## src/hw/uartm_pkg.sv

```systemverilog
// Constants, register map and state codes of the UART channel.
package uartm_pkg;
  // Register byte addresses.
  localparam logic [15:0] ADDR_PIN_DIR   = 16'hff2b;
  localparam logic [15:0] ADDR_PIN_LATCH = 16'hff0b;
  localparam logic [15:0] ADDR_MODE      = 16'hff50;
  localparam logic [15:0] ADDR_RXBUF     = 16'hff52;
  localparam logic [15:0] ADDR_RXERR     = 16'hff53;
  localparam logic [15:0] ADDR_TXSTAT    = 16'hff55;
  localparam logic [15:0] ADDR_CKSEL     = 16'hff56;
  localparam logic [15:0] ADDR_BAUD      = 16'hff57;
  localparam logic [15:0] ADDR_CTRL      = 16'hff58;
  localparam logic [15:0] ADDR_TXBUF     = 16'hff59;
  // Reset values and the fixed high nibble of the direction register.
  localparam logic [3:0]  RST_PIN_DIR    = 4'hf;
  localparam logic [3:0]  PIN_DIR_HI     = 4'hf;
  localparam logic [3:0]  RST_PIN_LATCH  = 4'h0;
  localparam logic [7:0]  RST_MODE       = 8'h01;
  localparam logic [2:0]  RST_CKSEL      = 3'h0;
  localparam logic [7:0]  RST_BAUD       = 8'hff;
  localparam logic [1:0]  RST_CTRL       = 2'h0;
  localparam logic [7:0]  RST_RXBUF      = 8'hff;
  // Mode register fields.
  localparam int MODE_ISRM  = 0;
  localparam int MODE_SL    = 1;
  localparam int MODE_CL    = 2;
  localparam int MODE_PS_LO = 3;
  localparam int MODE_PS_HI = 4;
  localparam int MODE_RXE   = 5;
  localparam int MODE_TXE   = 6;
  localparam int MODE_PWR   = 7;
  // Control register fields.
  localparam int CTRL_TXLV  = 0;
  localparam int CTRL_DIR   = 1;
  // Pin positions, error and status bits.
  localparam int TX_PIN     = 2;
  localparam int RX_PIN     = 3;
  localparam int ERR_OVR    = 0;
  localparam int ERR_FRM    = 1;
  localparam int ERR_PAR    = 2;
  localparam int ST_BUSY    = 0;
  localparam int ST_FULL    = 1;
  // Parity selections.
  localparam logic [1:0] PAR_NONE = 2'h0;
  localparam logic [1:0] PAR_ZERO = 2'h1;
  localparam logic [1:0] PAR_ODD  = 2'h2;
  localparam logic [1:0] PAR_EVEN = 2'h3;
  // Character lengths in bits and the transmit buffer's full count.
  localparam logic [3:0] NB8 = 4'h8;
  localparam logic [3:0] NB7 = 4'h7;
  localparam logic [1:0] FIFO_FULL = 2'h2;
  typedef enum logic [2:0] {
    ST_IDLE  = 3'h0,
    ST_START = 3'h1,
    ST_DATA  = 3'h3,
    ST_PAR   = 3'h2,
    ST_STOP  = 3'h6
  } uartm_st_e;
endpackage

```

## src/hw/uartm_fifo2.sv

```systemverilog
// Two-entry buffer with valid and ready on both sides.
`timescale 1ns/1ns
`default_nettype none
module uartm_fifo2 #(
  parameter int W = 8
) (
  input  wire logic         clk,
  input  wire logic         reset,
  input  wire logic         ce,
  input  wire logic         flush,
  input  wire logic         in_valid,
  output logic              in_ready,
  input  wire logic [W-1:0] in_data,
  output logic              out_valid,
  input  wire logic         out_ready,
  output logic [W-1:0]      out_data
);
  logic [W-1:0] mem_q [2];
  logic         wp_q;
  logic         rp_q;
  logic [1:0]   cnt_q;
  wire          push = in_valid && in_ready;
  wire          pop  = out_valid && out_ready;

  assign in_ready  = cnt_q != uartm_pkg::FIFO_FULL;
  assign out_valid = cnt_q != 2'h0;
  assign out_data  = mem_q[rp_q];

  always_ff @(posedge clk) begin
    if (ce && push) begin
      mem_q[wp_q] <= in_data;
    end
  end

  always_ff @(posedge clk) begin
    if (reset || (ce && flush)) begin
      wp_q  <= 1'b0;
      rp_q  <= 1'b0;
      cnt_q <= 2'h0;
    end else if (ce) begin
      wp_q  <= wp_q ^ push;
      rp_q  <= rp_q ^ pop;
      cnt_q <= 2'(cnt_q + {1'b0, push} - {1'b0, pop});
    end
  end
endmodule
`default_nettype wire

```

## src/hw/uartm_top.sv

```systemverilog
// UART channel with baud generator, frame engines and pin direction logic.
`timescale 1ns/1ns
`default_nettype none
// Function
// Each character is one data byte sent or received after a start bit.
// Transmitter and receiver run at the same time, full duplex.
// The channel has its own baud generator with a selectable bit rate.
// Software writes clock select, divisor, mode bits 0-4 and control bits 0-1 before power on.
// Software then sets mode bit 7 to power the channel.
// With power on, mode bit 6 enables transmission.
// With power on, mode bit 5 enables reception.
// With transmission enabled, a transmit buffer write starts sending that character.
// For serial output software clears the pin's direction bit and sets its latch to 1.
// For serial input software sets the pin's direction bit to 1, latch ignored.
// Direction bits 0-3 select output at 0 and input at 1, bits 7-4 read 1, reset gives all ones.
// The direction register takes single-bit and whole-byte writes.
// A frame ends with the chosen number of idle-level stop bits, parity sitting before them.
module uartm_top (
  input  wire logic        clk,
  input  wire logic        reset,
  input  wire logic        ce,
  input  wire logic [15:0] bus_addr,
  input  wire logic [7:0]  bus_wdata,
  input  wire logic [7:0]  bus_wmask,
  input  wire logic        bus_wr,
  input  wire logic        bus_rd,
  output logic [7:0]       bus_rdata,
  input  wire logic [3:0]  pin_in,
  output logic [3:0]       pin_out,
  output logic [3:0]       pin_oe
);
  logic [7:0]       mode_q;
  logic [2:0]       cks_q;
  logic [7:0]       baud_q;
  logic [1:0]       ctrl_q;
  logic [3:0]       dir_q;
  logic [3:0]       latch_q;
  logic [2:0]       err_q;
  logic [7:0]       rxd_q;
  logic             rxf_q;
  logic [3:0]       sync1_q;
  logic [3:0]       sync2_q;
  logic [6:0]       pre_q;
  uartm_pkg::uartm_st_e tx_st_q;
  uartm_pkg::uartm_st_e rx_st_q;
  logic [7:0]       tx_cnt_q;
  logic [7:0]       rx_cnt_q;
  logic [3:0]       tx_bit_q;
  logic [3:0]       rx_bit_q;
  logic [7:0]       tx_sh_q;
  logic [7:0]       rx_sh_q;
  logic             tx_line_q;
  logic             tx_par_q;
  logic             tx_sb_q;
  logic             rx_pbad_q;
  logic             fifo_in_ready;
  logic             fifo_out_valid;
  logic [7:0]       fifo_out_data;

  function automatic logic [7:0] merge(input logic [7:0] old, input logic [7:0] nw, input logic [7:0] m);
    merge = (old & ~m) | (nw & m);
  endfunction

  // Puts the character into line order; the same mapping undoes it on receive.
  function automatic logic [7:0] order(input logic [7:0] d, input logic msb, input logic nb8);
    logic [7:0] r;
    r = 8'h00;
    for (int i = 0; i < 8; i++) begin
      r[i] = d[7-i];
    end
    order = !msb ? d : (nb8 ? r : {1'b0, r[7:1]});
  endfunction

  function automatic logic par_bit(input logic [7:0] d, input logic nb8, input logic [1:0] sel);
    logic x;
    x = nb8 ? ^d : ^d[6:0];
    par_bit = (sel == uartm_pkg::PAR_ODD) ? ~x : ((sel == uartm_pkg::PAR_EVEN) ? x : 1'b0);
  endfunction

  wire       wr_mode  = bus_wr && bus_addr == uartm_pkg::ADDR_MODE;
  wire       wr_cks   = bus_wr && bus_addr == uartm_pkg::ADDR_CKSEL;
  wire       wr_baud  = bus_wr && bus_addr == uartm_pkg::ADDR_BAUD;
  wire       wr_ctrl  = bus_wr && bus_addr == uartm_pkg::ADDR_CTRL;
  wire       wr_dir   = bus_wr && bus_addr == uartm_pkg::ADDR_PIN_DIR;
  wire       wr_latch = bus_wr && bus_addr == uartm_pkg::ADDR_PIN_LATCH;
  wire       wr_txbuf = bus_wr && bus_addr == uartm_pkg::ADDR_TXBUF;
  wire       rd_rxbuf = bus_rd && bus_addr == uartm_pkg::ADDR_RXBUF;
  wire       rd_err   = bus_rd && bus_addr == uartm_pkg::ADDR_RXERR;
  wire       power    = mode_q[uartm_pkg::MODE_PWR];
  wire       tx_on    = power && mode_q[uartm_pkg::MODE_TXE];
  wire       rx_on    = power && mode_q[uartm_pkg::MODE_RXE];
  wire       nb8      = mode_q[uartm_pkg::MODE_CL];
  wire [3:0] nbits    = nb8 ? uartm_pkg::NB8 : uartm_pkg::NB7;
  wire [1:0] psel     = mode_q[uartm_pkg::MODE_PS_HI:uartm_pkg::MODE_PS_LO];
  wire       par_en   = psel != uartm_pkg::PAR_NONE;
  wire       two_stop = mode_q[uartm_pkg::MODE_SL];
  wire       msb_1st  = ctrl_q[uartm_pkg::CTRL_DIR];
  wire       rin      = sync2_q[uartm_pkg::RX_PIN];

  // Baud generator: a 2^n prescaler followed by a per-direction divisor count.
  wire [6:0] pre_lim  = 7'((8'h01 << cks_q) - 8'h01);
  wire       pre_tick = pre_q == pre_lim;
  wire [7:0] baud_m1  = baud_q - 8'h01;
  wire [7:0] half_m1  = {1'b0, baud_q[7:1]} - 8'h01;
  wire       tx_be    = pre_tick && tx_cnt_q == baud_m1;
  wire [7:0] rx_lim   = (rx_st_q == uartm_pkg::ST_START) ? half_m1 : baud_m1;
  wire       rx_be    = pre_tick && rx_cnt_q == rx_lim;

  wire       tx_pop   = fifo_out_valid && tx_on && tx_st_q == uartm_pkg::ST_IDLE;
  wire [7:0] rx_word  = nb8 ? rx_sh_q : {1'b0, rx_sh_q[7:1]};
  wire       rx_done  = rx_st_q == uartm_pkg::ST_STOP && rx_be;
  wire       rx_frm   = rx_done && !rin;
  wire       rx_bad   = rx_frm || (rx_done && rx_pbad_q);
  wire       rx_store = rx_done && (!rx_bad || mode_q[uartm_pkg::MODE_ISRM]);
  wire       rx_ovr   = rx_store && rxf_q && !rd_rxbuf;
  wire [2:0] err_set  = {rx_done && rx_pbad_q, rx_frm, rx_ovr};
  wire       tx_ser   = tx_on ? tx_line_q ^ ctrl_q[uartm_pkg::CTRL_TXLV] : 1'b1;

  wire [7:0] rd_val =
    (bus_addr == uartm_pkg::ADDR_MODE)      ? mode_q :
    (bus_addr == uartm_pkg::ADDR_CKSEL)     ? {5'h00, cks_q} :
    (bus_addr == uartm_pkg::ADDR_BAUD)      ? baud_q :
    (bus_addr == uartm_pkg::ADDR_CTRL)      ? {6'h00, ctrl_q} :
    (bus_addr == uartm_pkg::ADDR_PIN_DIR)   ? {uartm_pkg::PIN_DIR_HI, dir_q} :
    (bus_addr == uartm_pkg::ADDR_PIN_LATCH) ? {4'h0, latch_q} :
    (bus_addr == uartm_pkg::ADDR_RXBUF)     ? rxd_q :
    (bus_addr == uartm_pkg::ADDR_RXERR)     ? {5'h00, err_q} :
    (bus_addr == uartm_pkg::ADDR_TXSTAT)    ? {6'h00, !fifo_in_ready, tx_st_q != uartm_pkg::ST_IDLE} :
    8'h00;

  uartm_fifo2 #(.W(8)) u_txfifo (
    .clk       (clk),
    .reset     (reset),
    .ce        (ce),
    .flush     (!tx_on),
    .in_valid  (wr_txbuf && tx_on),
    .in_ready  (fifo_in_ready),
    .in_data   (bus_wdata),
    .out_valid (fifo_out_valid),
    .out_ready (tx_pop),
    .out_data  (fifo_out_data)
  );

  always_ff @(posedge clk) begin
    if (reset) begin
      mode_q  <= uartm_pkg::RST_MODE;
      cks_q   <= uartm_pkg::RST_CKSEL;
      baud_q  <= uartm_pkg::RST_BAUD;
      ctrl_q  <= uartm_pkg::RST_CTRL;
      dir_q   <= uartm_pkg::RST_PIN_DIR;
      latch_q <= uartm_pkg::RST_PIN_LATCH;
    end else if (ce) begin
      if (wr_mode) mode_q <= merge(mode_q, bus_wdata, bus_wmask);
      if (wr_cks) cks_q <= 3'(merge({5'h00, cks_q}, bus_wdata, bus_wmask));
      if (wr_baud) baud_q <= merge(baud_q, bus_wdata, bus_wmask);
      if (wr_ctrl) ctrl_q <= 2'(merge({6'h00, ctrl_q}, bus_wdata, bus_wmask));
      if (wr_dir) dir_q <= 4'(merge({4'h0, dir_q}, bus_wdata, bus_wmask));
      if (wr_latch) latch_q <= 4'(merge({4'h0, latch_q}, bus_wdata, bus_wmask));
    end
  end

  // Pin outputs; a direction bit of 1 turns the buffer off.
  always_ff @(posedge clk) begin
    if (reset) begin
      pin_oe    <= 4'h0;
      pin_out   <= 4'h0;
      bus_rdata <= 8'h00;
      sync1_q   <= 4'hf;
      sync2_q   <= 4'hf;
      pre_q     <= 7'h00;
    end else if (ce) begin
      pin_oe    <= ~dir_q;
      pin_out   <= latch_q & ~(4'h1 << uartm_pkg::TX_PIN) | ({3'h0, latch_q[uartm_pkg::TX_PIN] & tx_ser} << uartm_pkg::TX_PIN);
      bus_rdata <= bus_rd ? rd_val : 8'h00;
      sync1_q   <= pin_in;
      sync2_q   <= sync1_q;
      pre_q     <= (pre_tick || !power) ? 7'h00 : 7'(pre_q + 7'h01);
    end
  end

  // Receive holding register and sticky errors; a set beats a read clear.
  always_ff @(posedge clk) begin
    if (reset) begin
      rxd_q <= uartm_pkg::RST_RXBUF;
      rxf_q <= 1'b0;
      err_q <= 3'h0;
    end else if (ce) begin
      if (rx_store) rxd_q <= order(rx_word, msb_1st, nb8);
      rxf_q <= rx_store || (rxf_q && !rd_rxbuf);
      err_q <= (rd_err ? 3'h0 : err_q) | err_set;
    end
  end

  // Transmit engine: start, data, optional parity, stop bits.
  always_ff @(posedge clk) begin
    if (reset || (ce && !tx_on)) begin
      tx_st_q   <= uartm_pkg::ST_IDLE;
      tx_cnt_q  <= 8'h00;
      tx_bit_q  <= 4'h0;
      tx_sh_q   <= 8'h00;
      tx_line_q <= 1'b1;
      tx_par_q  <= 1'b0;
      tx_sb_q   <= 1'b0;
    end else if (ce) begin
      tx_cnt_q <= (tx_st_q == uartm_pkg::ST_IDLE || tx_be) ? 8'h00 : 8'(tx_cnt_q + {7'h00, pre_tick});
      unique case (tx_st_q)
        uartm_pkg::ST_IDLE: if (tx_pop) begin
          tx_st_q   <= uartm_pkg::ST_START;
          tx_line_q <= 1'b0;
          tx_sh_q   <= order(fifo_out_data, msb_1st, nb8);
          tx_par_q  <= par_bit(fifo_out_data, nb8, psel);
        end
        uartm_pkg::ST_START: if (tx_be) begin
          tx_st_q   <= uartm_pkg::ST_DATA;
          tx_line_q <= tx_sh_q[0];
          tx_sh_q   <= tx_sh_q >> 1;
          tx_bit_q  <= 4'h1;
        end
        uartm_pkg::ST_DATA: if (tx_be) begin
          if (tx_bit_q != nbits) begin
            tx_line_q <= tx_sh_q[0];
            tx_sh_q   <= tx_sh_q >> 1;
            tx_bit_q  <= 4'(tx_bit_q + 4'h1);
          end else if (par_en) begin
            tx_st_q   <= uartm_pkg::ST_PAR;
            tx_line_q <= tx_par_q;
          end else begin
            tx_st_q   <= uartm_pkg::ST_STOP;
            tx_line_q <= 1'b1;
            tx_sb_q   <= 1'b0;
          end
        end
        uartm_pkg::ST_PAR: if (tx_be) begin
          tx_st_q   <= uartm_pkg::ST_STOP;
          tx_line_q <= 1'b1;
          tx_sb_q   <= 1'b0;
        end
        uartm_pkg::ST_STOP: if (tx_be) begin
          if (two_stop && !tx_sb_q) tx_sb_q <= 1'b1;
          else tx_st_q <= uartm_pkg::ST_IDLE;
        end
        default: tx_st_q <= uartm_pkg::ST_IDLE;
      endcase
    end
  end

  // Receive engine runs independently of the transmitter.
  always_ff @(posedge clk) begin
    if (reset || (ce && !rx_on)) begin
      rx_st_q   <= uartm_pkg::ST_IDLE;
      rx_cnt_q  <= 8'h00;
      rx_bit_q  <= 4'h0;
      rx_sh_q   <= 8'h00;
      rx_pbad_q <= 1'b0;
    end else if (ce) begin
      rx_cnt_q <= (rx_st_q == uartm_pkg::ST_IDLE || rx_be) ? 8'h00 : 8'(rx_cnt_q + {7'h00, pre_tick});
      unique case (rx_st_q)
        uartm_pkg::ST_IDLE: if (!rin) rx_st_q <= uartm_pkg::ST_START;
        uartm_pkg::ST_START: if (rx_be) begin
          rx_st_q   <= rin ? uartm_pkg::ST_IDLE : uartm_pkg::ST_DATA;
          rx_bit_q  <= 4'h0;
          rx_pbad_q <= 1'b0;
        end
        uartm_pkg::ST_DATA: if (rx_be) begin
          rx_sh_q  <= {rin, rx_sh_q[7:1]};
          rx_bit_q <= 4'(rx_bit_q + 4'h1);
          if (rx_bit_q == 4'(nbits - 4'h1)) begin
            rx_st_q <= par_en ? uartm_pkg::ST_PAR : uartm_pkg::ST_STOP;
          end
        end
        uartm_pkg::ST_PAR: if (rx_be) begin
          rx_pbad_q <= rin != par_bit(rx_word, nb8, psel);
          rx_st_q   <= uartm_pkg::ST_STOP;
        end
        uartm_pkg::ST_STOP: if (rx_be) rx_st_q <= uartm_pkg::ST_IDLE;
        default: rx_st_q <= uartm_pkg::ST_IDLE;
      endcase
    end
  end
endmodule
`default_nettype wire

```

## config.mk

```make
export PLATFORM = sky130hd
export DESIGN_NAME = uartm_top
export DESIGN_NICKNAME = d
export VERILOG_FILES = /design/src/hw/uartm_pkg.sv /design/src/hw/uartm_fifo2.sv /design/src/hw/uartm_top.sv
export SDC_FILE = /design/constraint.sdc
export NUM_CORES = 1
export LEC_CHECK = 0
export ABC_CLOCK_PERIOD_IN_PS = 3600
export BUFFER_PORTS_ARGS = -buffer_cell sky130_fd_sc_hd__buf_2
export CAP_MARGIN = 20
export CORE_UTILIZATION = 30
export CTS_BUF_LIST = sky130_fd_sc_hd__clkbuf_4 sky130_fd_sc_hd__clkbuf_8
export CTS_CLUSTER_DIAMETER = 80
export DETAILED_ROUTE_END_ITERATION = 12
export MAX_ROUTING_LAYER = met4
export PLACE_DENSITY = 0.51
export SLEW_MARGIN = 30
export SYNTH_ARGS = -nofsm -noshare
export SYNTH_HDL_FRONTEND = slang
export SYNTH_HIERARCHICAL = 1
export SYNTH_SLANG_ARGS = --single-unit
```

## constraint.sdc

```tcl
create_clock -name clk -period 3.6 [get_ports clk]
set_input_delay 0.54 -clock clk [delete_from_list [all_inputs] [get_ports clk]]
set_output_delay 0.54 -clock clk [all_outputs]
set_load 0.1 [all_outputs]
```

; ---- Word-level counts from Yosys, hierarchy flattened
; Memory sizes are Yosys's and may differ from the RTL's. A register that Yosys moved wholly into a read port is not among the register bits.
; Cells that the tools add are included.
[word_totals]
reg_bits = 126
ram_bits = 16
n_memories = 1
[op_classes]
addsub = 11
n_eq_ne = 43
n_shift = 1
n_mux = 78
n_bitwise = 23
n_reduce_logical = 77
[memory_table]
columns = name, depth, width, rd, rd_ports_with_merged_regs, write_ports, line_no
row1 = u_txfifo.mem_q, 2, 8, 1, 1, 1, uartm_fifo2.sv:18  ; logic [W-1:0] mem_q [2];
[op_table]
columns = cell, count
row1 = $eq 16x16->1 const B, 10
row2 = $mux 8, 20
row3 = $mux 3, 16
row4 = $ne 2x2->1 const B, 16
row5 = $pmux 3 s5, 2
row6 = $logic_and 1x1->1, 29
row7 = $mux 1, 25
row8 = $and 8x8->8, 3
row9 = $mux 4, 6
row10 = $pmux 8 s3, 1
row11 = $add 8x1->8, 2
row12 = $eq 8x8->1, 2
row13 = $or 8x8->8, 2
row14 = $pmux 4 s2, 2
row15 = $reduce_and 8->1, 2
row16 = $reduce_xor 8->1, 2
row17 = $reduce_and 2->1, 7
row18 = $reduce_xor 7->1, 2
row19 = $eq 3x2->1 const B, 4
row20 = $reduce_and 6->1, 2
row21 = $reduce_bool 2->1, 5
row22 = $reduce_bool 3->1, 3
row23 = $add 4x1->4 const B, 2
row24 = $and 4x4->4, 2
row25 = other kinds (40), 66

; ---- Logic depth before layout (Yosys ltp)
[logic_depth]
ltp_word = 13
mapped_depth = 17
depth_no_buf = 15

; ---- By module
; The synthesis kept the hierarchy.
[by_module_without_submodules]
columns = mod, instances, cells_per_inst, area_each_um2
row1 = uartm_top, 1, 892, 7194.4
row2 = uartm_fifo2, 1, 65, 890.9

; ---- Least setup slack after synthesis
; Ideal clock, no wire load.
[synth_path]
path_type = register to register
from = register (tool-made name)
to = register rx_cnt_q[6]
arrival_ps = 3210
path_slack_ps = 304
stages_incl_launch_ff = 17
path_buffers = 2
period_less_slack_ps = 3296
cell_sequence = dfxtp_1 buf_2 or3_1 ha_1 buf_2 nor3_1 o211ai_1 a311o_1 or3_1 inv_2 ha_1 ha_1 nand2_1 nor2_1 nand3_1 xor2_1 a211oi_1
[synth_lines]
columns = item, line_no
row1 = end signal: assignment, uartm_top.sv:256  ; rx_cnt_q <= (rx_st_q == uartm_pkg::ST_IDLE || rx_be) ? 8'h00 : 8'(rx_cnt_q + {7'h00, pre_tick});
row2 = end: declaration, uartm_top.sv:47  ; logic [7:0] rx_cnt_q;

==> reports/qor.csv <==
metric;value;unit
h-tree-depth;4;
synth_nets;1010;
power.share.switching;25.5;%
cpPeakStageDelay;410;ps
fin_tns_setup;0;ps
vias;7332;
cts_setup_buffers;0;
slowest_stage;or3_1;
path_cells;or3_1 > ha_2 > nor3_1 > o211ai_1 > a311o_1 > or3_1 > inv_2 > ha_1 > ha_1 > nand2_1 > nor2_1 > nand3_1 > xor2_1 > a211oi_1;
grt_pass1_vias;6712;
rows;59;
maxCapViolCount;0;
combPwrFrac;5.2;%
ys_seq_area_share;35.9;%
crit_fanout;8;
status;finished with violations;
crit_arrival;3600;ps
crit_path_end_kind;register;
clock_sinks;137;
diodes;0;
synth_edf_count;16;
cts_buffers;17;
ir_drop;0.169;mV
required;3980;ps
fmax;310;MHz
path_buf_inv;1;
cp_top_family;simple AND/OR/NAND/NOR gates;
finish.utilization;35.0;%
worst_pin_slew;885;ps
io_pins;57;
gp_congestion;0.869;
dpl.hpwl;17.7;mm
p_seq_share;49.0;%
nets;1053;
die_w;166;um
yosys.cell_types.count;87;
start_util;30.8;%
wire_per_inst;18.2;um
crit_type;register to register;
min-delay-start;pin_in[3];
overflow;0;
finalSetupViolCount;0;
powerDensity;344;nW/um^2
synth_seq_cells;137;
die_area;27600;um^2
worstHoldPathType;input pin to register;
syn_avg_cell_area;8.45;um^2
hold_viol;0;
async_reset_ff_share;0;%
yosys-top-cells-area;dfxtp_1 (30%), edfxtp_1 (5.9%), nand2_1 (4.9%);
root_buffer;clkbuf_8;
ys.warnings.count;6;
synth_top_area_share;30.0;%
syn_inst;957;
rsz0062_at_grt;false;
path_clk_slew;90;ps
setup_ws;377;ps
drcViolationCount;2;
drt_iter0_drc;670;
crit_path_start_kind;register;
p_leak;3.19;nW
grt_pass1_wl;39.1;mm
dp_slack;290;ps
period_share;89.5;%
finalCriticalPeriod;3220;ps
pwr-share-clk;45.8;%
postRouteAntennaNets;0;
clk-insertion-delay-late;460;ps
synthFlopType;dfxtp_1;
p_sw;805;uW
coreArea;26300;um^2
clk_path_buf_depth;2;
die_h;166;um
violations;DRC;
relSlewSlack;40.9;%
grt_usage;18.7;%
clock_skew;13.2;ps
slew_viol_final;0;
portBuffers;53;
p_int;2.35;mW
detail_route.first_pass.iterations;9;
drive_above_1_share;15.8;%
yosys.area.top_type;dfxtp_1;
viasPerCell;5.44;
cts_tree;done;
synth_area;8090;um^2
hold_ws;305;ps
grt_max_degree;31;
antenna_found_initial;0;
postRouteWirelength;24.6;mm
area_growth;13.7;%
[Yosys cell counts (5+ instances only)]
master / instances
mux2i_1: 39
nor3_1: 18
nor2b_1: 14
o21ai_0: 30
nor2_1: 80
nor3b_1: 6
nand2b_1: 9
and2_1: 6
or3_1: 13
and3_1: 12
a21oi_1: 61
edfxtp_1: 16
nand4_1: 25
a21boi_0: 5
ha_1: 12
xnor2_1: 40
o211ai_1: 14
xor2_1: 24
a211oi_1: 18
o41ai_1: 7
dfxtp_1: 121
a31oi_1: 14
inv_1: 22
a311o_1: 10
buf_2: 11
clkbuf_1: 45
mux2_2: 11
o31ai_1: 19
nand2_1: 105
a22oi_1: 8
nand3_1: 37
[worst paths after layout]
check,to,slack (ps),cells after the start
max,rx_cnt_q[6],380,14
max reg2reg,rx_cnt_q[6],380,14
min,sync1_q[3],310,3
min reg2reg,tx_par_q,450,2
[layout by cell type, fill, tap and decap left out, types with 5 or more instances in the layout]
cell      synthesis  layout
a21boi_0          5       5
buf_4             1      35
or3_1            13      13
a21oi_1          61      61
buf_2            11      53
nor3b_1           6       6
o41ai_1           7       7
edfxtp_1         16      16
a31oi_1          14      14
o31ai_1          19      19
nor2b_1          14      14
nor3_1           18      18
inv_1            22      22
nand2_1         105     105
o21ai_0          30      30
a211oi_1         18      18
nand4_1          25      25
clkbuf_8          0      17
nand3_1          37      37
xor2_1           24      24
nand2b_1          9       9
and3_1           12      12
o211ai_1         14      14
a22oi_1           8       8
xnor2_1          40      40
ha_1             12      11
nor2_1           80      80
dfxtp_1         121     121
mux2_2           11      11
a311o_1          10      10
mux2i_1          39      39
and2_1            6       6
[power by group through the flow]
stage	Sequential, mW	Combinational [mW]	Clock [mW]
6_report	1.55	0.163	1.45
5_1_grt	1.55	0.174	1.55
4_1_cts	1.55	0.162	1.48
3_5_place_dp	1.58	0.162	0
3_3_place_gp	1.58	0.161	0
2_1_floorplan	1.59	0.0684	0
[final cells by class]
type                    instances  area (um^2)
clock buffers                  18          241
well taps                     335          419
flip-flops and latches        137         2900
clock inverters                14          196
fillers                      2751        17100
inverters                      24         90.1
multi-input cells             732         4820
repair buffers                 88          528
[repair_timing]
action                                  in CTS  in global routing
hold buffers                                 0                  0
endpoints found under the setup margin       0                  1
endpoints found under the hold margin        0                  0
resized for setup                            0                  1
[tightest hold or removal path: stages]
cell and delay, ps:
buf_2 80, mux2i_1 60, nand2_1 60
[logic make-up (layout without fill, tap and decap cells)]
group	count (synthesis)	after routing	synth area share [%]
muxes	50	50	6.36
AOI/OAI and AO/OA	237	237	20.4
and+or+nand+nor	368	368	23.7
DFF	137	137	35.9
xor gates and xnor gates	65	65	7.21
buffers and inverters	88	144	4.63
adders and majority gates	12	12	1.86
[routing by layer]
metal  track usage, %  vias up  share of wire (%)
met5                -        -                  0
met4             5.89        0                1.6
met3             2.96       24                6.4
li1                 -     3614                  -
met1             26.2     3464                 48
met2             27.2      230                 44
[metrics by stage]
stage / cells / cell area, um^2 / power, mW
after CTS: 1348 / 9190 / 3.19
after global routing: 1348 / 9200 / 3.27
after global placement: 1316 / 8750 / 1.75
after floorplan: 957 / 8090 / 1.66
final: 1348 / 9200 / 3.16
after detailed placement: 1316 / 8750 / 1.75
Note: power is estimated with default switching activity, not from simulation.
